--- src/rtl/baud_gen_pkg.sv ---
package baud_gen_pkg;

    // register byte offsets on the Avalon-MM slave
    localparam logic [3:0] MODE_OFFSET = 4'h0;
    localparam logic [3:0] DIVISOR_OFFSET = 4'h4;
    localparam logic [3:0] STATUS_OFFSET = 4'h8;

    // mode_register field positions
    localparam int SRC_SEL_LSB = 4;
    localparam int SYNC_BIT = 8;
    localparam int OVER8_BIT = 19;

    // status register field positions
    localparam int ST_ACTIVE_BIT = 0;
    localparam int ST_SCK_IN_BIT = 1;
    localparam int ST_SCK_OUT_BIT = 2;
    localparam int ST_COUNT_LSB = 16;

    // reset values
    localparam logic [31:0] MODE_RESET = 32'h0000_0000;
    localparam logic [15:0] DIVISOR_RESET = 16'h0000;

    // counts
    localparam int DIVISOR_WIDTH = 16;
    localparam int PRESCALE_DIV = 8;
    localparam int OVERSAMPLE_16 = 16;
    localparam int OVERSAMPLE_8 = 8;

    typedef enum logic [1:0] {
        SRC_MAIN = 2'h0,
        SRC_PRESCALED = 2'h1,
        SRC_MAIN_ALT = 2'h2,
        SRC_EXTERNAL = 2'h3
    } clock_source_t;

    typedef struct packed {
        logic oversample_by_8;
        logic synchronous_select;
        clock_source_t clock_source_select;
    } mode_t;

    function automatic logic [31:0] lane_mask(input logic [3:0] be);
        lane_mask = {{8{be[3]}}, {8{be[2]}}, {8{be[1]}}, {8{be[0]}}};
    endfunction : lane_mask

endpackage : baud_gen_pkg

--- src/rtl/tick_divider.sv ---
module tick_divider #(
    parameter int W = 16
) (
    // clock and reset
    input wire logic clk_sys,
    input wire logic rst_n,
    // source
    input wire logic run,
    input wire logic tick_in,
    input wire logic [W-1:0] ratio,
    // result
    output logic tick_out,
    output logic [W-1:0] count
);

    logic [W-1:0] next_count;
    logic at_end;

    assign at_end = (ratio > W'(1)) && (count >= ratio - W'(1));

    // ratio 0 never fires, ratio 1 passes the source through
    assign tick_out = run && tick_in && ((ratio == W'(1)) || at_end);

    always_comb begin
        next_count = count;
        if (run && tick_in) begin
            if (ratio <= W'(1) || at_end) begin
                next_count = '0;
            end else begin
                next_count = count + W'(1);
            end
        end
    end

    always_ff @(posedge clk_sys) begin
        if (!rst_n) begin
            count <= '0;
        end else begin
            count <= next_count;
        end
    end

endmodule : tick_divider

--- src/rtl/usart_baud_gen.sv ---
// Implementation choices: the Avalon-MM interface to the registers and the register offsets.
module usart_baud_gen #(
    parameter int PRESCALE = baud_gen_pkg::PRESCALE_DIV
) (
    // clock and reset
    input wire logic clk_sys,
    input wire logic rst_n,
    // power manager run permission
    input wire logic run,
    // avalon-mm slave
    input wire logic [3:0] address,
    input wire logic read,
    input wire logic write,
    input wire logic [3:0] byteenable,
    input wire logic [31:0] writedata,
    output logic [31:0] readdata,
    output logic waitrequest,
    // serial clock pin
    input wire logic sck_in,
    output logic sck_out,
    output logic sck_oe,
    // timing strobes
    output logic sample_tick,
    output logic baud_tick
);

    localparam int DW = baud_gen_pkg::DIVISOR_WIDTH;

    // bus slave
    logic ack;
    logic next_ack;
    logic [31:0] next_readdata;
    logic [31:0] mode_word;
    logic [31:0] next_mode_word;
    logic [DW-1:0] clock_divisor;
    logic [DW-1:0] next_clock_divisor;
    logic [31:0] wmask;
    logic [31:0] status_word;
    logic wr_take;
    baud_gen_pkg::mode_t mode;

    // pin synchroniser
    logic sck_meta;
    logic sck_sync;
    logic sck_prev;
    logic sck_rise;

    // generator
    logic src_tick;
    logic pre_tick;
    logic [7:0] pre_cnt;
    logic div_tick;
    logic [DW-1:0] div_cnt;
    logic over_tick;
    logic [4:0] over_cnt;
    logic [4:0] over_ratio;
    // low from a mode write until the next bit tick, which a stale count
    // may bring early
    logic over_settled;
    logic next_over_settled;
    logic async_mode;
    logic main_src;
    logic [DW-1:0] half;
    logic half_hit;
    logic half_q;
    logic next_half_q;

    assign mode = {mode_word[baud_gen_pkg::OVER8_BIT],
        mode_word[baud_gen_pkg::SYNC_BIT],
        mode_word[baud_gen_pkg::SRC_SEL_LSB +: 2]};

    assign waitrequest = (read || write) && !ack;
    assign wr_take = write && ack;
    assign wmask = baud_gen_pkg::lane_mask(byteenable);

    always_comb begin
        status_word = 32'h0000_0000;
        status_word[baud_gen_pkg::ST_ACTIVE_BIT] = clock_divisor != '0;
        status_word[baud_gen_pkg::ST_SCK_IN_BIT] = sck_sync;
        status_word[baud_gen_pkg::ST_SCK_OUT_BIT] = sck_out;
        status_word[baud_gen_pkg::ST_COUNT_LSB +: DW] = div_cnt;
    end

    // one wait state per access; writes land while run is low too
    always_comb begin
        next_ack = (read || write) && !ack;
        next_readdata = readdata;
        next_mode_word = mode_word;
        next_clock_divisor = clock_divisor;
        next_over_settled = over_settled || baud_tick;
        if (read && !ack) begin
            unique case (address)
                baud_gen_pkg::MODE_OFFSET: next_readdata = mode_word;
                baud_gen_pkg::DIVISOR_OFFSET:
                    next_readdata = {16'h0000, clock_divisor};
                baud_gen_pkg::STATUS_OFFSET: next_readdata = status_word;
                default: next_readdata = 32'h0000_0000;
            endcase
        end
        if (wr_take) begin
            if (address == baud_gen_pkg::MODE_OFFSET) begin
                next_mode_word = (mode_word & ~wmask) | (writedata & wmask);
                next_over_settled = 1'b0;
            end
            if (address == baud_gen_pkg::DIVISOR_OFFSET) begin
                next_clock_divisor = (clock_divisor & ~wmask[DW-1:0]) |
                    (writedata[DW-1:0] & wmask[DW-1:0]);
            end
        end
    end

    always_ff @(posedge clk_sys) begin
        if (!rst_n) begin
            ack <= 1'b0;
            readdata <= 32'h0000_0000;
            mode_word <= baud_gen_pkg::MODE_RESET;
            clock_divisor <= baud_gen_pkg::DIVISOR_RESET;
            over_settled <= 1'b0;
        end else begin
            ack <= next_ack;
            readdata <= next_readdata;
            mode_word <= next_mode_word;
            clock_divisor <= next_clock_divisor;
            over_settled <= next_over_settled;
        end
    end

    // pin synchroniser and rising-edge detect
    always_ff @(posedge clk_sys) begin
        if (!rst_n) begin
            sck_meta <= 1'b0;
            sck_sync <= 1'b0;
            sck_prev <= 1'b0;
        end else begin
            sck_meta <= sck_in;
            sck_sync <= sck_meta;
            sck_prev <= sck_sync;
        end
    end
    assign sck_rise = sck_sync && !sck_prev;

    // fixed prescaler on the main clock
    tick_divider #(.W(8)) u_prescale (
        .clk_sys(clk_sys),
        .rst_n(rst_n),
        .run(run),
        .tick_in(1'b1),
        .ratio(8'(PRESCALE)),
        .tick_out(pre_tick),
        .count(pre_cnt)
    );

    always_comb begin
        unique case (mode.clock_source_select)
            baud_gen_pkg::SRC_MAIN: src_tick = 1'b1;
            baud_gen_pkg::SRC_PRESCALED: src_tick = pre_tick;
            baud_gen_pkg::SRC_MAIN_ALT: src_tick = 1'b1;
            baud_gen_pkg::SRC_EXTERNAL: src_tick = sck_rise;
        endcase
    end

    // programmable divider; 0 stops it, 1 bypasses it
    tick_divider #(.W(DW)) u_divisor (
        .clk_sys(clk_sys),
        .rst_n(rst_n),
        .run(run),
        .tick_in(src_tick),
        .ratio(clock_divisor),
        .tick_out(div_tick),
        .count(div_cnt)
    );

    assign async_mode = !mode.synchronous_select;
    assign over_ratio = mode.oversample_by_8 ?
        5'(baud_gen_pkg::OVERSAMPLE_8) : 5'(baud_gen_pkg::OVERSAMPLE_16);

    tick_divider #(.W(5)) u_oversample (
        .clk_sys(clk_sys),
        .rst_n(rst_n),
        .run(run && async_mode),
        .tick_in(div_tick),
        .ratio(over_ratio),
        .tick_out(over_tick),
        .count(over_cnt)
    );

    assign sample_tick = async_mode && div_tick;

    always_comb begin
        if (async_mode) begin
            baud_tick = over_tick;
        end else if (mode.clock_source_select ==
                     baud_gen_pkg::SRC_EXTERNAL) begin
            baud_tick = run && sck_rise;
        end else begin
            baud_tick = div_tick;
        end
    end

    // pin clock: for divisors of 2 or more, high for the first half of each period; with the
    // main clock and an odd divisor the high phase is stretched by half a
    // clock through a falling-edge flop so mark and space match
    assign main_src = mode.clock_source_select == baud_gen_pkg::SRC_MAIN ||
        mode.clock_source_select == baud_gen_pkg::SRC_MAIN_ALT;
    assign half = clock_divisor >> 1;
    assign half_hit = run && main_src && clock_divisor[0] &&
        (div_cnt == half);
    assign next_half_q = half_hit;

    always_ff @(negedge clk_sys) begin
        if (!rst_n) begin
            half_q <= 1'b0;
        end else begin
            half_q <= next_half_q;
        end
    end

    // one expression of the counter, so a count step cannot glitch the pin
    assign sck_out = (clock_divisor != '0) && ((div_cnt < half) ||
        (run && main_src && clock_divisor[0] && div_cnt == half && !half_q));
    assign sck_oe = mode.synchronous_select &&
        mode.clock_source_select != baud_gen_pkg::SRC_EXTERNAL;
endmodule : usart_baud_gen

--- config.mk ---
export PLATFORM = sky130hd
export DESIGN_NAME = usart_baud_gen
export DESIGN_NICKNAME = d
export VERILOG_FILES = /design/src/rtl/baud_gen_pkg.sv /design/src/rtl/tick_divider.sv /design/src/rtl/usart_baud_gen.sv
export SDC_FILE = /design/constraint.sdc
export NUM_CORES = 1
export LEC_CHECK = 0
export CORE_ASPECT_RATIO = 0.5
export CORE_MARGIN = 4
export CORE_UTILIZATION = 25
export DETAILED_ROUTE_END_ITERATION = 10
export DONT_BUFFER_PORTS = 1
export HOLD_SLACK_MARGIN = 0.1
export SLEW_MARGIN = 20
export SYNTH_ARGS = -nofsm -noshare
export SYNTH_HDL_FRONTEND = slang
export SYNTH_SLANG_ARGS = --single-unit
--- constraint.sdc ---
create_clock -name clk_sys -period 6.4 [get_ports clk_sys]
set_input_delay 0.96 -clock clk_sys [delete_from_list [all_inputs] [get_ports clk_sys]]
set_output_delay 0.96 -clock clk_sys [all_outputs]
set_load 0.02 [all_outputs]
== After elaboration in Yosys (flattened, before gate mapping) ==
Index checks and enable logic that the tools add are counted.

* Flip-flop bits (word level): 114
* Bits of input ports: 46
* Output and inout port bits: 37
* Logic and storage cells: 86

* $add $sub $neg: 5
* Magnitude comparators: 8
* Equality and inequality tests: 9
* Mux-type cells: 8
* Bitwise logic cells: 8
* Reduce and logical (&&, ||, !) cells: 37

{| class="wikitable"
|+ Operators by type and width
! kind !! count
|-
| one-hot mux 32 bit (3 select lines) || 1
|-
| AND 32 bit || 2
|-
| AND 16 bit || 2
|-
| inverter 32 bit || 1
|-
| bitwise OR 32 bit || 1
|-
| logical AND 1 bit || 20
|-
| adder 16 x 1 -> 16 bit (second input constant) || 1
|-
| equality test 16 x 1 -> 1 bit (second input constant) || 1
|-
| equality test 16 x 15 -> 1 bit || 1
|-
| >= comparator 16 bit || 1
|-
| greater-than comparator 16 x 1 -> 1 bit (second input constant) || 1
|-
| less-or-equal comparator 16 x 1 -> 1 bit (second input constant) || 1
|-
| < comparator 16 x 15 -> 1 bit || 1
|-
| 2-to-1 mux 16 bit || 1
|-
| inverter 16 bit || 1
|-
| bitwise OR 16 bit || 1
|-
| nonzero test 16 bit || 1
|-
| subtractor 16 x 1 -> 16 bit (second input constant) || 1
|-
| 2-to-1 mux 5 bit || 2
|-
| adder 8 x 1 -> 8 bit (second input constant) || 1
|-
| >= comparator 8 x 3 -> 1 bit (second input constant) || 1
|-
| 2-to-1 mux 8 bit || 1
|-
| logical OR 1 bit || 7
|-
| adder 5 x 1 -> 5 bit (second input constant) || 1
|-
| 17 further kinds || 23
|}

== Longest topological paths before layout ==
* Depth in word-level cells: 9
* Gate-level depth with buffers: 15
* Mapped depth without buffers: 13

== Cells and area by module ==
From an unflattened synthesis, not the netlist that was laid out.

* Cells, all modules: 738
* Area total of the unflattened synthesis: 6658.9 um2

{| class="wikitable"
|+ Modules (own cells, without submodules)
! module !! times used !! cells each !! area each (um2) !! seq. area each (um2)
|-
| usart_baud_gen || 1 || 439 || 4072.7 || 1701.6
|-
| tick_divider at u_divisor || 1 || 167 || 1357.6 || 320.3
|-
| tick_divider at u_prescale || 1 || 82 || 774.5 || 160.2
|-
| tick_divider at u_oversample || 1 || 50 || 454.2 || 100.1
|}

==> results.md <==
- Clock latency on the worst-skew pair: 0.44 ns
- Post-synth top area share: 39.6%
- Area of the core: 0.0222 mm^2
- Synth unique cells: 48
- Initial core utilization: between 20% and 30%
- Post-synth net total: 747
- Register area share after synthesis: approximately 40%
- R2r setup slk: around 1.6 ns
- Pleak: 2.52 nW
- Final WS setup: 0.946 ns
- R2R Path End: half_q
- Number of gates resized after CTS: 0
- Mux contribution to synthesized area: between 8 and 9%
- Most common cell in the netlist: nor2_1
- XOR/XNOR share of the synthesized area: between 4 and 5%
- Switch Pwr: between 300 and 400 uW
- Initial antenna violation count: 0
- Post-DRT Antenna Nets: 0
- Mean routed wirelength per cell: between 15 and 20 um
- DRC: 0
- CP max FO: 2
- Area after DPL: 0.00603 mm^2
- CP startpoint: half_q
- Top FF cell, synth: dfxtp_1
- Yosys reg bits: 114
- Mapped Avg Cell Area: approximately 8.7 um^2
- TritonCTS clock tree: yes
- Clock-pin slew on the worst setup and hold paths: about 0.060 ns
- RSZ-0062 raised after global routing: no
- DIE AREA: 0.0257 mm^2
- Main combinational cell family by area after synthesis: simple AND/OR/NAND/NOR gates
- GRT Total Usage: 12.2%
- Compound-Gate Fraction of Synth Area: 13.5%
- Max_cap viols: 0
- Nets: 737
- First-pass GRT wire length: 24.8 mm
- Syn-to-layout area delta: 14.4%
- CP endpoint: sck_out
- Status: complete, no violations
- Power Total: 1.65 mW
- Cell taking the most area after synthesis: dfxtp_1
- Final cell count without fillers: 966
- Internal power: 1.27 mW
- Core Util, Final: 29.7%
- Routed WL: 15.9 mm
- GRT overflow: 0
- Post-CTS Hold Fix Bufs: 0
- Synth top area cells: dfxtp_1 40%, nor2_1 9.6%, mux2i_1 8.5%
- Vias/cell: 4.90
- Clock tree buffer depth: 2
- Pre-CTS setup slack: 1.38 ns
- Cell count after synthesis: 663
- Worst setup EP type: output port
- Yosys warns: 0
- Worst min path class: reg2reg
- Setup Buffers After CTS: 0
- Final hold slack: 0.432 ns
- First-pass iteration count of the detailed router: 5
- Max Clock Skew: 0.0301 ns
- CTS root buf: clkbuf_16
- FP Rows: 38
- Reg power frac: between 40% and 50%
- Slew @ Worst Pin: 1.04 ns
- Boundary Pins: 83
- Die width: 223 um
- Async S/R FF share, synth: 0%
- Post-DP HPWL: about 12 mm
- Filler cell count: 2329
- Final setup viols: 0
- Hold Fails Final Rpt: 0
- Placed cell count: around 930
- Die height: 115 um
- Worst VDD drop: 0.000159 V
- Hold Path Depth: 1
- CP startpoint kind: register
- Largest net degree at the start of global routing: 86
- Number of diodes: 0
- Final instance area: 0.00659 mm^2
- Crit path kind: reg2out
- Comb pwr share: 3.0%
- Slew HR: 30.1%
- RD Place Congestion: 0.890
- Post-synth EDFFs: 0
- Worst Path Arrival: approximately 4.5 ns
- Adder-cell share of the synthesized area: 8.25%
- R2R depth: 6
- Clock power share: 53.5%
- Most frequent cells after synthesis: 147 x nor2_1, 114 x dfxtp_1, 50 x a21oi_1
- Simple-gate share of the synthesized area: 21.7%
- P per Cell Area: 250 mW/mm^2
- Layout cells sized above 1: 7.06%
- IO Port Bufs: 0
- Vias: roughly 4.7k
- Clock sink count: 114
- Setup TNS: 0 ns
- Drt first-iter violations: 310
- Cts bufs inserted: 17
- Slew Limit Fails: 0
- Sw Share: 23.1%
- Worst Path Required: about 5.4 ns
- Via count of the first global-routing pass: 4600
- H-tree depth: 4
- Mapped Area: 0.00576 mm^2
## area by class of cell
type | count | area [um^2] | area share (%)
multi-input combinational | 490 | 3250 | 49.3
sequential | 114 | 2280 | 34.6
clock buffer | 20 | 479 | 7.27
tap | 300 | 375 | 5.70
inverter | 24 | 90.1 | 1.37
clock inverter | 13 | 80.1 | 1.22
timing repair buffer | 5 | 37.5 | 0.570
## critical path: stages, from the launching register on
cell and delay, ns:
dfxtp_1 0.29, o32ai_1 0.14, a21boi_0 0.25, buf_4 0.18
## power by group through the flow
stage | clock (mW) | combinational [mW] | sequential (mW)
finish | 0.882 | 0.0497 | 0.718
global route | 0.932 | 0.0545 | 0.718
CTS | 0.900 | 0.0496 | 0.718
detailed placement | 0.00196 | 0.0496 | 0.733
global placement | 0.00196 | 0.0492 | 0.733
floorplan | 0.00196 | 0.0406 | 0.731
## kinds of logic (layout without fill, tap and decap cells)
logic type	Yosys count	count (layout)
AOI/OAI and AO/OA	119	119
xor gates and xnor gates	28	28
adders and majority gates	38	38
buffers and inverters	59	62
DFF	114	114
muxes	49	49
and+or+nand+nor	256	256
## routing by layer
metal  share of wire, %  track usage, %  up-vias
li1                   -               -     2326
met1                 46            15.3     2258
met2                 45            19.4      121
met3                6.1            4.01       29
met4                2.9            5.66        0
met5                  0               0        -
## layout by cell type, fill, tap and decap left out, drive strengths merged, types with 16 or more instances in the layout
cell type  count
a21oi         50
a22oi         29
clkbuf        20
dfxtp        114
ha            38
inv           30
mux2i         49
nand2         29
nand4         16
nor2         147
## worst min path at each step
stage | to | slack, ns | startpoint
detailed placement | sck_sync | 0.42 | sck_meta
CTS | sck_sync | 0.43 | sck_meta
global placement | sck_sync | 0.41 | sck_meta
global route | sck_sync | 0.44 | sck_meta
finish | sck_sync | 0.43 | sck_meta
floorplan | sck_sync | 0.41 | sck_meta
Power figures use the tool's default switching activity.
